File: src/rtl/rvl_pkg.sv
// Constants, field layout and types for the ring validation block
package rvl_pkg;

    // =========================================================
    // Timebase
    localparam int CLK_FREQ_KHZ = 125000;
    localparam int TICK_MS = 2;
    localparam int TICK_CYCLES = CLK_FREQ_KHZ * TICK_MS;

    // =========================================================
    // Time units, in ms and in 2 ms ticks
    localparam int DLY_UNIT_MS = 256;
    localparam int TO_UNIT_MS = 128;
    localparam int CONF_UNIT_MS = 128;
    localparam logic [10:0] DLY_UNIT_TICKS = 11'(DLY_UNIT_MS / TICK_MS);
    localparam logic [10:0] TO_UNIT_TICKS = 11'(TO_UNIT_MS / TICK_MS);
    localparam logic [10:0] CONF_UNIT_TICKS = 11'(CONF_UNIT_MS / TICK_MS);

    // =========================================================
    // Register offsets
    localparam logic [7:0] ADDR_CTRL1 = 8'h16;
    localparam logic [7:0] ADDR_CTRL2 = 8'h17;
    localparam logic [7:0] ADDR_CTRL3 = 8'h18;
    localparam logic [7:0] ADDR_IRQ_STAT = 8'h20;
    localparam logic [7:0] ADDR_IRQ_MASK = 8'h21;
    localparam logic [7:0] ADDR_RING_STAT = 8'h22;

    // =========================================================
    // Reset values
    localparam logic [7:0] CTRL1_RST = 8'h00;
    localparam logic [7:0] CTRL2_RST = 8'h2d;
    localparam logic [7:0] CTRL3_RST = 8'h19;
    localparam logic [2:0] IRQ_MASK_RST = 3'h0;

    // =========================================================
    // Field positions
    localparam int C1_DLY_LSB = 6;
    localparam int C1_RMX_LSB = 0;
    localparam int C2_DLY_HI = 7;
    localparam int C2_RTO_LSB = 3;
    localparam int C2_RCC_LSB = 0;
    localparam int C3_EN_POS = 7;
    localparam int C3_RAS_LSB = 0;
    localparam logic [7:0] CTRL3_WMASK = 8'hbf;

    // =========================================================
    // Interrupt bits
    localparam int IRQ_VALID = 0;
    localparam int IRQ_INVAL = 1;
    localparam int IRQ_END = 2;
    localparam int IRQ_W = 3;

    typedef enum logic [1:0] {
        ST_IDLE,
        ST_QUAL,
        ST_DELAY,
        ST_VALID
    } rvl_state_t;

    // Code times unit, in ticks
    function automatic logic [10:0] rvl_scale(input logic [3:0] code, input logic [10:0] unit);
        return 11'(unit * {7'h00, code});
    endfunction

endpackage

File: src/rtl/rvl_tick_gen.sv
// Divider giving a one-cycle 2 ms tick enable
`timescale 1ns/1ps
module rvl_tick_gen #(
    parameter int TICK_CYCLES = rvl_pkg::TICK_CYCLES
) (
    // Clock and reset
    input wire logic ref_clk,
    input wire logic sys_rst,
    // Tick out
    output logic tick
);

    logic [31:0] div_reg;

    always_ff @(posedge ref_clk or posedge sys_rst) begin
        if (sys_rst) begin
            div_reg <= 32'h0;
            tick <= 1'b0;
        end else if (div_reg == 32'(TICK_CYCLES - 1)) begin
            div_reg <= 32'h0;
            tick <= 1'b1;
        end else begin
            div_reg <= div_reg + 32'h1;
            tick <= 1'b0;
        end
    end

endmodule // rvl_tick_gen

File: src/rtl/rvl_evt_sync.sv
// Two-flop synchroniser with rising edge pulse for the ring event pin
`timescale 1ns/1ps
module rvl_evt_sync (
    // Clock and reset
    input wire logic ref_clk,
    input wire logic sys_rst,
    // Pin in, pulse out
    input wire logic pin_in,
    output logic rise
);

    logic meta_reg;
    logic sync_reg;
    logic last_reg;

    always_ff @(posedge ref_clk or posedge sys_rst) begin
        if (sys_rst) begin
            meta_reg <= 1'b0;
            sync_reg <= 1'b0;
            last_reg <= 1'b0;
        end else begin
            meta_reg <= pin_in;
            sync_reg <= meta_reg;
            last_reg <= sync_reg;
        end
    end

    assign rise = sync_reg & ~last_reg;

endmodule // rvl_evt_sync

File: src/rtl/rvl_ring_validation.sv
// Ring validation: event spacing check, confirm, delay, end timeout
//
// Overview of operation
// Valid ring shown after delay select code times 256 ms, 0 ms for code zero.
// Each tip/ring event loads the qualification timer with assertion time; it counts down.
// On a later event, timer above upper frequency limit means too fast: invalidate.
// Assertion time minus limit is least event spacing, in 2 ms steps.
// Software should add one to the computed upper frequency limit.
// Ringing ends after timeout code times 128 ms without events; code zero invalid.
// Ring is valid only after staying in tolerance over the confirm interval.
// Control register two resets to 0x2d.
// A later event after the timer expired means too slow: invalidate.
// Validation runs only while the enable bit is set, in all power modes.
// End timeout clears valid indication and re-arms qualification.
//
// Our own choice: the address-and-strobe port.
`timescale 1ns/1ps
module rvl_ring_validation #(
    parameter int TICK_CYCLES = rvl_pkg::TICK_CYCLES
) (
    // Clock and reset
    input wire logic ref_clk,
    input wire logic sys_rst,
    // Register port
    input wire logic [7:0] reg_addr,
    input wire logic [7:0] reg_wdata,
    input wire logic reg_wr,
    input wire logic reg_rd,
    output logic [7:0] reg_rdata,
    // Line side
    input wire logic ring_thresh_evt,
    // Ring status
    output logic ring_valid,
    output logic ring_active,
    output logic irq
);

    // =========================================================
    // Declarations
    logic tick;
    logic evt_rise;
    logic evt;

    logic [7:0] ctrl1_reg;
    logic [7:0] ctrl2_reg;
    logic ring_validate_enable_reg;
    logic [5:0] ras_reg;
    logic [rvl_pkg::IRQ_W-1:0] irq_stat_reg;
    logic [rvl_pkg::IRQ_W-1:0] irq_stat_next;
    logic [rvl_pkg::IRQ_W-1:0] irq_mask_reg;
    logic [rvl_pkg::IRQ_W-1:0] irq_evt;

    rvl_pkg::rvl_state_t state_reg;
    rvl_pkg::rvl_state_t state_next;

    logic [5:0] qual_tmr_reg;
    logic [10:0] phase_cnt_reg;
    logic [10:0] end_cnt_reg;

    logic [2:0] ring_indicate_delay_sel;
    logic [5:0] ring_upper_freq_limit;
    logic [3:0] ring_end_timeout_sel;
    logic [2:0] ring_confirm_interval;

    logic [10:0] dly_limit;
    logic [10:0] end_limit;
    logic [10:0] conf_limit;

    logic too_high;
    logic too_low;
    logic bad_evt;
    logic end_hit;
    logic restart;
    logic in_eval;
    logic [3:0] end_code;

    // =========================================================
    // Register write select
    // Exact address match; writes to unmapped addresses fall through
    function automatic logic wr_sel(input logic wr, input logic [7:0] addr, input logic [7:0] target);
        return wr && (addr == target);
    endfunction

    // =========================================================
    // Timebase and event input
    rvl_tick_gen #(
        .TICK_CYCLES(TICK_CYCLES)
    ) u_tick (
        .ref_clk(ref_clk),
        .sys_rst(sys_rst),
        .tick(tick)
    );

    rvl_evt_sync u_evt (
        .ref_clk(ref_clk),
        .sys_rst(sys_rst),
        .pin_in(ring_thresh_evt),
        .rise(evt_rise)
    );

    // Edges seen while disabled are dropped, not queued
    assign evt = evt_rise & ring_validate_enable_reg;

    // =========================================================
    // Field decode
    assign ring_indicate_delay_sel = {ctrl2_reg[rvl_pkg::C2_DLY_HI],
                                      ctrl1_reg[rvl_pkg::C1_DLY_LSB +: 2]};
    assign ring_upper_freq_limit = ctrl1_reg[rvl_pkg::C1_RMX_LSB +: 6];
    assign ring_end_timeout_sel = ctrl2_reg[rvl_pkg::C2_RTO_LSB +: 4];
    assign ring_confirm_interval = ctrl2_reg[rvl_pkg::C2_RCC_LSB +: 3];

    // Delay in 256 ms units
    assign dly_limit = rvl_pkg::rvl_scale({1'b0, ring_indicate_delay_sel},
                                          rvl_pkg::DLY_UNIT_TICKS);

    // Invalid code zero runs as the shortest timeout
    assign end_code = (ring_end_timeout_sel == 4'h0) ? 4'h1 : ring_end_timeout_sel;
    assign end_limit = rvl_pkg::rvl_scale(end_code, rvl_pkg::TO_UNIT_TICKS);

    assign conf_limit = rvl_pkg::rvl_scale({1'b0, ring_confirm_interval} + 4'h1,
                                           rvl_pkg::CONF_UNIT_TICKS);

    // =========================================================
    // Event spacing checks
    // Remaining time above the limit: events came too close
    assign too_high = qual_tmr_reg > ring_upper_freq_limit;

    // Timer ran out: events came too far apart
    assign too_low = qual_tmr_reg == 6'h00;

    // Any state but idle is an evaluation in progress
    assign in_eval = state_reg != rvl_pkg::ST_IDLE;

    assign bad_evt = evt && in_eval && (too_high || too_low);

    assign end_hit = in_eval && (end_cnt_reg >= end_limit);

    // Event that starts a fresh evaluation
    assign restart = evt && ((state_reg == rvl_pkg::ST_IDLE) || bad_evt || end_hit);

    // =========================================================
    // State machine
    always_comb begin
        state_next = state_reg;
        if (!ring_validate_enable_reg) begin
            state_next = rvl_pkg::ST_IDLE;
        end else begin
            case (state_reg)
                rvl_pkg::ST_IDLE: begin
                    if (evt) begin
                        state_next = rvl_pkg::ST_QUAL;
                    end
                end
                rvl_pkg::ST_QUAL: begin
                    if (restart) begin
                        state_next = rvl_pkg::ST_QUAL;
                    end else if (end_hit) begin
                        state_next = rvl_pkg::ST_IDLE;
                    end else if (phase_cnt_reg >= conf_limit) begin
                        state_next = rvl_pkg::ST_DELAY;
                    end
                end
                rvl_pkg::ST_DELAY: begin
                    if (restart) begin
                        state_next = rvl_pkg::ST_QUAL;
                    end else if (end_hit) begin
                        state_next = rvl_pkg::ST_IDLE;
                    end else if (phase_cnt_reg >= dly_limit) begin
                        state_next = rvl_pkg::ST_VALID;
                    end
                end
                rvl_pkg::ST_VALID: begin
                    if (restart) begin
                        state_next = rvl_pkg::ST_QUAL;
                    end else if (end_hit) begin
                        state_next = rvl_pkg::ST_IDLE;
                    end
                end
                default: begin
                    state_next = rvl_pkg::ST_IDLE;
                end
            endcase
        end
    end

    always_ff @(posedge ref_clk or posedge sys_rst) begin
        if (sys_rst) begin
            state_reg <= rvl_pkg::ST_IDLE;
        end else begin
            state_reg <= state_next;
        end
    end

    // =========================================================
    // Qualification timer
    // Holds at zero so the next event sees an expired timer
    always_ff @(posedge ref_clk or posedge sys_rst) begin
        if (sys_rst) begin
            qual_tmr_reg <= 6'h00;
        end else if (evt) begin
            qual_tmr_reg <= ras_reg;
        end else if (tick && qual_tmr_reg != 6'h00) begin
            qual_tmr_reg <= qual_tmr_reg - 6'h01;
        end
    end

    // =========================================================
    // Confirm and delay phase counter
    // A restart throws away confirm and delay progress
    always_ff @(posedge ref_clk or posedge sys_rst) begin
        if (sys_rst) begin
            phase_cnt_reg <= 11'h000;
        end else if (restart || state_next != state_reg) begin
            phase_cnt_reg <= 11'h000;
        end else if (tick && phase_cnt_reg != 11'h7ff) begin
            phase_cnt_reg <= phase_cnt_reg + 11'h001;
        end
    end

    // =========================================================
    // Ringing end timer, time since last crossing
    always_ff @(posedge ref_clk or posedge sys_rst) begin
        if (sys_rst) begin
            end_cnt_reg <= 11'h000;
        end else if (evt || state_reg == rvl_pkg::ST_IDLE) begin
            end_cnt_reg <= 11'h000;
        end else if (tick && end_cnt_reg != 11'h7ff) begin
            end_cnt_reg <= end_cnt_reg + 11'h001;
        end
    end

    // =========================================================
    // Status outputs
    always_ff @(posedge ref_clk or posedge sys_rst) begin
        if (sys_rst) begin
            ring_valid <= 1'b0;
            ring_active <= 1'b0;
        end else begin
            ring_valid <= state_next == rvl_pkg::ST_VALID;
            ring_active <= state_next != rvl_pkg::ST_IDLE;
        end
    end

    // =========================================================
    // Control registers
    always_ff @(posedge ref_clk or posedge sys_rst) begin
        if (sys_rst) begin
            ctrl1_reg <= rvl_pkg::CTRL1_RST;
        end else if (wr_sel(reg_wr, reg_addr, rvl_pkg::ADDR_CTRL1)) begin
            ctrl1_reg <= reg_wdata;
        end
    end

    always_ff @(posedge ref_clk or posedge sys_rst) begin
        if (sys_rst) begin
            ctrl2_reg <= rvl_pkg::CTRL2_RST;
        end else if (wr_sel(reg_wr, reg_addr, rvl_pkg::ADDR_CTRL2)) begin
            ctrl2_reg <= reg_wdata;
        end
    end

    always_ff @(posedge ref_clk or posedge sys_rst) begin
        if (sys_rst) begin
            ring_validate_enable_reg <= rvl_pkg::CTRL3_RST[rvl_pkg::C3_EN_POS];
            ras_reg <= rvl_pkg::CTRL3_RST[rvl_pkg::C3_RAS_LSB +: 6];
        end else if (wr_sel(reg_wr, reg_addr, rvl_pkg::ADDR_CTRL3)) begin
            ring_validate_enable_reg <= reg_wdata[rvl_pkg::C3_EN_POS];
            ras_reg <= reg_wdata[rvl_pkg::C3_RAS_LSB +: 6];
        end
    end

    // =========================================================
    // Interrupt status, mask and line
    assign irq_evt[rvl_pkg::IRQ_VALID] = (state_next == rvl_pkg::ST_VALID) &&
                                         (state_reg != rvl_pkg::ST_VALID);
    assign irq_evt[rvl_pkg::IRQ_INVAL] = bad_evt;
    assign irq_evt[rvl_pkg::IRQ_END] = end_hit;

    // Set wins over a same-cycle write-one clear
    always_comb begin
        irq_stat_next = irq_stat_reg;
        if (wr_sel(reg_wr, reg_addr, rvl_pkg::ADDR_IRQ_STAT)) begin
            irq_stat_next = irq_stat_reg & ~reg_wdata[rvl_pkg::IRQ_W-1:0];
        end
        irq_stat_next = irq_stat_next | irq_evt;
    end

    always_ff @(posedge ref_clk or posedge sys_rst) begin
        if (sys_rst) begin
            irq_stat_reg <= '0;
        end else begin
            irq_stat_reg <= irq_stat_next;
        end
    end

    always_ff @(posedge ref_clk or posedge sys_rst) begin
        if (sys_rst) begin
            irq_mask_reg <= rvl_pkg::IRQ_MASK_RST;
        end else if (wr_sel(reg_wr, reg_addr, rvl_pkg::ADDR_IRQ_MASK)) begin
            irq_mask_reg <= reg_wdata[rvl_pkg::IRQ_W-1:0];
        end
    end

    always_ff @(posedge ref_clk or posedge sys_rst) begin
        if (sys_rst) begin
            irq <= 1'b0;
        end else begin
            irq <= |(irq_stat_next & irq_mask_reg);
        end
    end

    // =========================================================
    // Read data, one cycle after the strobe
    always_ff @(posedge ref_clk or posedge sys_rst) begin
        if (sys_rst) begin
            reg_rdata <= 8'h00;
        end else if (reg_rd) begin
            case (reg_addr)
                rvl_pkg::ADDR_CTRL1: begin
                    reg_rdata <= ctrl1_reg;
                end
                rvl_pkg::ADDR_CTRL2: begin
                    reg_rdata <= ctrl2_reg;
                end
                rvl_pkg::ADDR_CTRL3: begin
                    reg_rdata <= {ring_validate_enable_reg, 1'b0, ras_reg};
                end
                rvl_pkg::ADDR_IRQ_STAT: begin
                    reg_rdata <= {5'h00, irq_stat_reg};
                end
                rvl_pkg::ADDR_IRQ_MASK: begin
                    reg_rdata <= {5'h00, irq_mask_reg};
                end
                rvl_pkg::ADDR_RING_STAT: begin
                    reg_rdata <= {ring_valid, ring_active, qual_tmr_reg};
                end
                default: begin
                    reg_rdata <= 8'h00;
                end
            endcase
        end else begin
            reg_rdata <= 8'h00;
        end
    end

endmodule // rvl_ring_validation

File: config.mk
export PLATFORM = sky130hd
export DESIGN_NAME = rvl_ring_validation
export DESIGN_NICKNAME = d
export VERILOG_FILES = /design/src/rtl/rvl_pkg.sv /design/src/rtl/rvl_tick_gen.sv /design/src/rtl/rvl_evt_sync.sv /design/src/rtl/rvl_ring_validation.sv
export SDC_FILE = /design/constraint.sdc
export NUM_CORES = 1
export LEC_CHECK = 0
export ABC_AREA = 1
export BUFFER_PORTS_ARGS = -buffer_cell sky130_fd_sc_hd__buf_2
export CORE_ASPECT_RATIO = 1.75
export CORE_UTILIZATION = 34
export CTS_CLUSTER_SIZE = 24
export DETAILED_ROUTE_END_ITERATION = 10
export GPL_TIMING_DRIVEN = 0
export PLACE_DENSITY = 0.46
export RECOVER_POWER = 50
export SLEW_MARGIN = 10
export SYNTH_ARGS = -nofsm -noshare
export SYNTH_HDL_FRONTEND = slang
export SYNTH_HIERARCHICAL = 1
export SYNTH_SLANG_ARGS = --single-unit
File: constraint.sdc
create_clock -name ref_clk -period 2.52 [get_ports ref_clk]
set_input_delay 0.126 -clock ref_clk [delete_from_list [all_inputs] [get_ports ref_clk]]
set_output_delay 0.126 -clock ref_clk [all_outputs]
set_load 0.05 [all_outputs]
==> results of run 1 <==
-- cell families after synthesis --
kind of cell / count (synthesis) / share of synthesized area (%)
XOR/XNOR: 23 / 3.31
flip-flops: 106 / 43.8
buffers and inverters: 149 / 9.37
AND/OR/NAND/NOR: 421 / 29.8
adder cells (fa/ha/maj): 25 / 5.15
AO/OA/AOI/OAI: 85 / 8.58
-- cell type report --
type	count	area (sq um)	share of cell area (%)
plain buffers	5	31.3	0.443
clock buffers	14	264	3.74
clock inverters	2	37.5	0.531
inverters	144	543	7.68
multi-input cells	554	2970	42.0
flip-flops and latches	106	2660	37.7
well taps	231	289	4.09
repair buffers	45	274	3.88
-- report_power, final --
group | internal, mW | switching, mW | leakage, nW
sequential | 1.77 | 0.0579 | 1.38
clock | 0.826 | 0.628 | 0.143
combinational | 0.295 | 0.484 | 1.93
-- layout by cell type (no fill, tap or decap), types with 2 or more instances in the layout --
cell and instances:
buf_4 7, inv_2 3, ha_1 23, nand3_2 4, xor2_1 20, nand2_2 8, nand4_1 10, ha_4 2
clkbuf_1 17, a211oi_1 2, buf_2 21, clkbuf_8 2, nor3b_1 2, a21oi_1 10, xnor2_1 2, nor3_2 2
nor2_4 7, nor2_2 17, clkbuf_16 10, o221ai_1 5, dfstp_2 7, nor2_1 94, o21bai_1 4, nand2_4 2
inv_1 139, a41oi_1 3, dlygate4sd3_1 5, dfrtp_1 99, nand2_1 216, a221oi_1 4, nand3_1 40, a31oi_1 2
nor3_1 13, o22ai_1 7, o21ai_0 40
-- critical path, delay by kind of cell (launching register included) --
family	cells	cell delay [ps]
simple gates	11	970
flops	1	570
fa+ha+maj	2	480
buf+inv	2	240
compound gates	1	110
xor+xnor	1	70
-- routing by layer --
metal	share of wire (%)	wire length, um	global-route usage [%]
met3	1.9	318	1.91
met2	59	9650	39.4
met1	35	5840	18.0
met5	0	0	0
met4	4.0	658	11.2
-- what timing repair did --
item / CTS / global route
hold buffers: 5 / 0
pin swaps: 0 / 12
hold endpoints to repair: 103 / 0
gates cloned: 0 / 1
resized for setup: 2 / 30
setup endpoints to repair: 10 / 12
setup buffers: 1 / 6
-- final timing paths --
path | endpoint | slack (ps)
setup / recovery | phase_cnt_reg[6]$_DFFE_PP0P_ | 30
hold / removal | ras_reg[5]$_DFFE_PP0P_ | 10
setup reg to reg | phase_cnt_reg[6]$_DFFE_PP0P_ | 30
hold reg to reg | u_evt/sync_reg$_DFF_PP0_ | 340
max in group asynchronous | phase_cnt_reg[3]$_DFFE_PP0P_ | 380
min in group asynchronous | u_evt/last_reg$_DFF_PP0_ | 200
==> summary.txt, run 1 <==
Status
  – Status: complete, but fails checks
  – Failing checks: max-capacitance violations, max-slew violations

Global route
  – First-pass GRT wire length: 26.1 mm
  – Vias in the first global route: a little over 5k
  – Total GRT Usage: between 10% and 20%
  – GR Overflow Total: 0
  – Largest net degree at the start of global routing: 63
  – Antenna violations before repair: 0

Setup path
  – Slowest CP cell: dfstp_2
  – Max Fanout on Critical Path: 5
  – WP data required: between 2000 and 3000 ps
  – Crit path launch type: flip-flop
  – Crit-path max cell delay: 570 ps
  – Type of element capturing the critical path: flip-flop
  – Critical path class: reg -> reg
  – Most used cell, CP: nand2_1
  – Reg2reg start: ctrl2_reg[0]$_DFFE_PP1P_
  – CP Cell Sequence: ha_4 > xnor2_2 > ha_1 > nand2_1 > inv_1 > o21ai_2 > nand3_2 > nor2_1 > nand3_1 > nand2_1 > nand2_1 > nand3_2 > nand2_2 > nand2_2 > nand3b_4 > clkbuf_16 > nor2_2
  – WP data arrival: about 2800 ps
  – Worst R2R Path Depth: 17
  – Critical Path Source: ctrl2_reg[0]$_DFFE_PP1P_

Final layout
  – Layout net count: ~900
  – # diodes: 0
  – Final Util: between 40 and 50%
  – Fill count: 1,876
  – Non-Filler Instances: 1,101
  – Finished Cell Area: ~7000 sq um
  – Max reg flops: 32
  – Layout cell share with drive strength beyond 1: 12.2%
  – Area Overhead vs Synth: 16.3%

Die
  – Core Rows: between 60 and 70
  – Ports: 32
  – Die Wd: just over 100 um
  – Core area: between 15,000 and 20,000 sq um
  – Initial Utilization: between 30% and 40%
  – Die H: around 180 um
  – Die area: 18,400 sq um

Synthesis
  – Syn avg cell area: approximately 7.5 sq um
  – Post-synth EDFFs: 0
  – Sequential fraction of the synthesis area: between 40 and 50%
  – Most frequent cell after synthesis: nand2_1
  – Ys async rst share: 100%
  – Largest area contributor in the synthesized netlist: dfrtp_1
  – Post-Syn Area: between 6000 and 7000 sq um
  – Seq cells post-synth: ~110
  – Area share of the largest cell type after synthesis: 40.8%
  – Syn Nets: around 860
  – Synthesized instance count: 809
  – Synth warn: 6
  – Synth Flop Type: dfrtp_1
  – Yosys cell types: 46
  – Post-synth top cells: 221 x nand2_1, 141 x inv_1, 107 x nor2_1
  – Top cells by area, synth: dfrtp_1 41%, nand2_1 14%, inv_1 8.7%

STA
  – Min Clock Period, post-route: ~2500 ps
  – Setup Viol. Count Final: 0
  – Post-Route Skew: 11.8 ps
  – Worst hold slack: 13.9 ps
  – Slew Limit Fails: 63
  – Setup Total Neg Slack: 0 ps
  – Slew Limit Headroom: -4.03%
  – Final Cycle Share: 98.9%
  – Final hold vios: 0
  – Worst Slack Setup Final: 28.0 ps
  – RSZ-0062 raised after global routing: true
  – Worst Tran Pin Value: 1560 ps
  – Peak Freq: approximately 400 MHz

Min path
  – Hold crit path type: in -> reg
  – Hold Startpoint: reg_wdata[5]
  – Hold Crit Depth: 3

CTS
  – Worst-Skew Late Latency: about 360 ps
  – # H-tree levels: 3
  – TritonCTS clock tree: built
  – Clock slew at reported path FFs: 70 ps
  – CTS Buf Count: 9
  – CTS max path bufs: 2
  – Clock sinks: roughly 110
  – Root buffer cell: clkbuf_16

Route
  – Iter 0 DRT Violations: roughly 200
  – 1st-pass router iterations: 4
  – Via count: between 5k and 6k
  – WL final: around 16 mm
  – Drt wl/cell: 15.0 um
  – Post-route ant nets: 0
  – DRC viols: 0
  – Detailed-route vias per instance: roughly 4.7

Power and ir drop
  – Leakage power: approximately 3.5 nW
  – Tot Pwr: 4.06 mW
  – Worst VDD drop: roughly 0.27 mV
  – Pwr per Cell Area: about 570 nW/um^2

Placed design
  – Final GP Congestion: between 0.8 and 0.9
  – Placed Area: roughly 6600 sq um
  – Port-buffer cells: 31
  – Placed insts: 1,072
  – Detailed Place HPWL: around 13 mm
  – Setup WS pre-CTS: -32.3 ps

Run
  – Maxcap violations: 1
No activity file was read; power rests on OpenSTA's default activity.
==> run 2, diff against run 1 <==
--- a/config.mk
+++ b/config.mk
@@ -7,7 +7,7 @@
 export LEC_CHECK = 0
 export ABC_AREA = 1
 export BUFFER_PORTS_ARGS = -buffer_cell sky130_fd_sc_hd__buf_2
-export CORE_ASPECT_RATIO = 1.75
+export CORE_ASPECT_RATIO = 1.2
 export CORE_UTILIZATION = 34
 export CTS_CLUSTER_SIZE = 24
 export DETAILED_ROUTE_END_ITERATION = 10
@@ -17,5 +17,4 @@
 export SLEW_MARGIN = 10
 export SYNTH_ARGS = -nofsm -noshare
 export SYNTH_HDL_FRONTEND = slang
-export SYNTH_HIERARCHICAL = 1
 export SYNTH_SLANG_ARGS = --single-unit
==> summary.txt, run 2 <==
Route
  – DRC viols: 0
  – Drt wl/cell: ~15 um
  – WL final: ~15 mm
  – Iter 0 DRT Violations: 261
  – Via count: between 5k and 6k
  – Post-route ant nets: 0
  – 1st-pass router iterations: 4
  – Detailed-route vias per instance: slightly below 5

Die
  – Die area: 17,900 sq um
  – Die H: around 150 um
  – Die Wd: 122 um
  – Ports: 32
  – Core Rows: 52
  – Initial Utilization: between 30% and 40%
  – Core area: ~17,000 sq um

CTS
  – Clock slew at reported path FFs: 80 ps
  – TritonCTS clock tree: built
  – CTS Buf Count: 9
  – CTS max path bufs: 2
  – Worst-Skew Late Latency: around 360 ps
  – # H-tree levels: 3
  – Root buffer cell: clkbuf_16
  – Clock sinks: approximately 110

Power and ir drop
  – Clk pwr share: a little over a third
  – Switch share: approximately 30%
  – Combinational Power Share: between 10% and 20%
  – Worst VDD drop: approximately 0.31 mV
  – Leakage power: 3.24 nW
  – Reg power frac: around 45%
  – Pwr per Cell Area: roughly 600 nW/um^2
  – Net Sw Power: 1.22 mW
  – Tot Pwr: 4.07 mW
  – Internal power: between 2 and 3 mW

Global route
  – Antenna violations before repair: 0
  – GR Overflow Total: 0
  – Vias in the first global route: just over 5k
  – Largest net degree at the start of global routing: 34
  – First-pass GRT wire length: ~25 mm
  – Total GRT Usage: between 15 and 20%

STA
  – RSZ-0062 raised after global routing: true
  – Min Clock Period, post-route: approximately 2500 ps
  – Slew Limit Headroom: a little under a quarter
  – Slew Limit Fails: 0
  – Final hold vios: 0
  – Peak Freq: roughly 410 MHz
  – Setup Total Neg Slack: 0 ps
  – Setup Viol. Count Final: 0
  – Worst Slack Setup Final: 65.5 ps
  – Worst Tran Pin Value: about 1200 ps
  – Final Cycle Share: a little over nine tenths
  – Post-Route Skew: roughly 11 ps

Setup path
  – Crit-path max cell delay: 560 ps
  – WP data required: 2810 ps
  – CP Cell Sequence: ha_4 > xnor2_2 > ha_1 > nand2_1 > inv_1 > o21ai_1 > nand3_1 > nor2_1 > nand3_1 > nand2_1 > nand2_1 > nand3_2 > nand2_4 > nand2_4 > nand3b_4 > clkbuf_16 > nor2_1
  – Reg2reg start: ctrl2_reg[0]$_DFFE_PP1P_
  – CP bufs+invs: 2
  – Type of element capturing the critical path: flip-flop
  – CP delay by family, top: simple AND/OR/NAND/NOR gates
  – Most used cell, CP: nand2_1
  – WP data arrival: approximately 2700 ps
  – Crit path launch type: flip-flop
  – Max Fanout on Critical Path: 5
  – Critical path class: reg -> reg
  – Critical Path Source: ctrl2_reg[0]$_DFFE_PP1P_
  – Slowest CP cell: dfstp_2

Synthesis
  – Synth warn: 0
  – Seq cells post-synth: around 110
  – Syn avg cell area: between 7 and 8 sq um
  – Synth Flop Type: dfrtp_1
  – Ys async rst share: 100%
  – Syn Nets: a little under 800
  – Post-synthesis mux area share: 0%
  – Area share of the largest cell type after synthesis: between 40% and 50%
  – Sequential fraction of the synthesis area: 45.0%
  – Yosys cell types: 45
  – Largest family of logic cells by synthesized area: simple AND/OR/NAND/NOR gates
  – Post-synth top cells: 160 x nand2_1, 133 x inv_1, 99 x dfrtp_1
  – Xor and xnor area share after synthesis: 4.15%
  – Post-synthesis compound-gate area fraction: under 10%
  – Top cells by area, synth: dfrtp_1 42%, nand2_1 10%, inv_1 8.4%
  – Largest area contributor in the synthesized netlist: dfrtp_1
  – Most frequent cell after synthesis: nand2_1
  – Post-Synth Simple-Gate Area: 26.8%
  – Post-Syn Area: just under 6000 sq um
  – Adder-Cell Fraction of Synth Area: between 5 and 6%
  – Post-synth EDFFs: 0
  – Synthesized instance count: ~750

Placed design
  – Final GP Congestion: roughly 0.84
  – Port-buffer cells: 31
  – Setup WS pre-CTS: -68.3 ps
  – Detailed Place HPWL: roughly 12 mm

Final layout
  – Commonest cells after routing, fill and taps aside: 156 x nand2_1, 131 x inv_1, 98 x dfrtp_1
  – Layout cell share with drive strength beyond 1: 11.8%
  – Commonest non-fill, non-tap cell in the layout: nand2_1
  – Max reg flops: 32
  – Fill count: roughly 1.7k
  – Area Overhead vs Synth: 17.2%
  – # diodes: 0
  – Layout net count: 852

Status
  – Status: completed

Min path
  – Hold crit path type: in -> reg
  – Hold Startpoint: reg_wdata[5]

Run
  – Maxcap violations: 0
[run 2: per-stage QoR]
step	hold WS, ps	cell area (sq um)	util [%]	cells
2_1_floorplan	157	5910	-	748
3_3_place_gp	239	6340	37.5	995
3_5_place_dp	229	6400	37.8	998
4_1_cts	2.43	6780	40.1	1021
5_1_grt	15.4	6930	41.0	1027
6_report	5.92	6930	41.0	1027
[run 2: worst reg2reg max path: cells and delay by family, from the launching register on]
kind	cells	cell delay (ps)
compound gates	1	110
xor+xnor	1	60
fa+ha+maj	2	460
buf+inv	2	220
flops	1	560
simple gates	11	980
[run 2: what timing repair did]
action	in CTS	in global routing
hold buffers	4	0
buffers inserted	3	5
hold endpoints to repair	26	0
gates resized for setup	3	30
pin swaps	1	12
endpoints found under the setup margin	10	12
gates cloned	0	1
[run 2: cells by family (layout without fill, tap and decap cells)]
logic type               Yosys count  in the layout
adder cells (fa/ha/maj)           25             25
AND/OR/NAND/NOR                  354            354
flip-flops                       106            106
XOR/XNOR                          28             28
buffers and inverters            141            204
AO/OA/AOI/OAI                     94             94
[run 2: power groups by stage]
stage / sequential, mW / combinational [mW] / clock (mW)
global placement: 1.86 / 0.588 / 0
global route: 1.85 / 0.863 / 1.58
floorplan: 1.88 / 0.405 / 0
finish: 1.84 / 0.779 / 1.45
detailed placement: 1.86 / 0.611 / 0
CTS: 1.83 / 0.633 / 1.51
[run 2: final cells by class]
| type | count | area, sq um | share of cell area [%] |
|---|---|---|---|
| buffer | 6 | 36.3 | 0.524 |
| clock buffer | 10 | 239 | 3.45 |
| clock inverter | 6 | 66.3 | 0.957 |
| inverter | 135 | 508 | 7.33 |
| multi-input combinational | 501 | 2830 | 40.9 |
| sequential | 106 | 2660 | 38.4 |
| tap | 216 | 270 | 3.90 |
| timing repair buffer | 47 | 312 | 4.50 |
[run 2: worst paths after layout]
| kind | to | slack [ps] | cells after the start |
|---|---|---|---|
| worst max-delay path | phase_cnt_reg[4]$_DFFE_PP0P_ | 70 | 17 |
| worst min-delay path | ras_reg[5]$_DFFE_PP0P_ | 6 | 3 |
| worst max register to register | phase_cnt_reg[4]$_DFFE_PP0P_ | 70 | 17 |
| worst min register to register | u_evt.sync_reg$_DFF_PP0_ | 370 | 0 |
| max in group asynchronous | ctrl2_reg[5]$_DFFE_PP1P_ | 350 | 6 |
| min in group asynchronous | phase_cnt_reg[0]$_DFFE_PP0P_ | 540 | 3 |
[run 2: routing by layer]
layer	global-route usage (%)	routed length (um)
met5	0	0
met4	5.24	230
met3	3.13	388
met2	31.1	7780
met1	22.5	6810
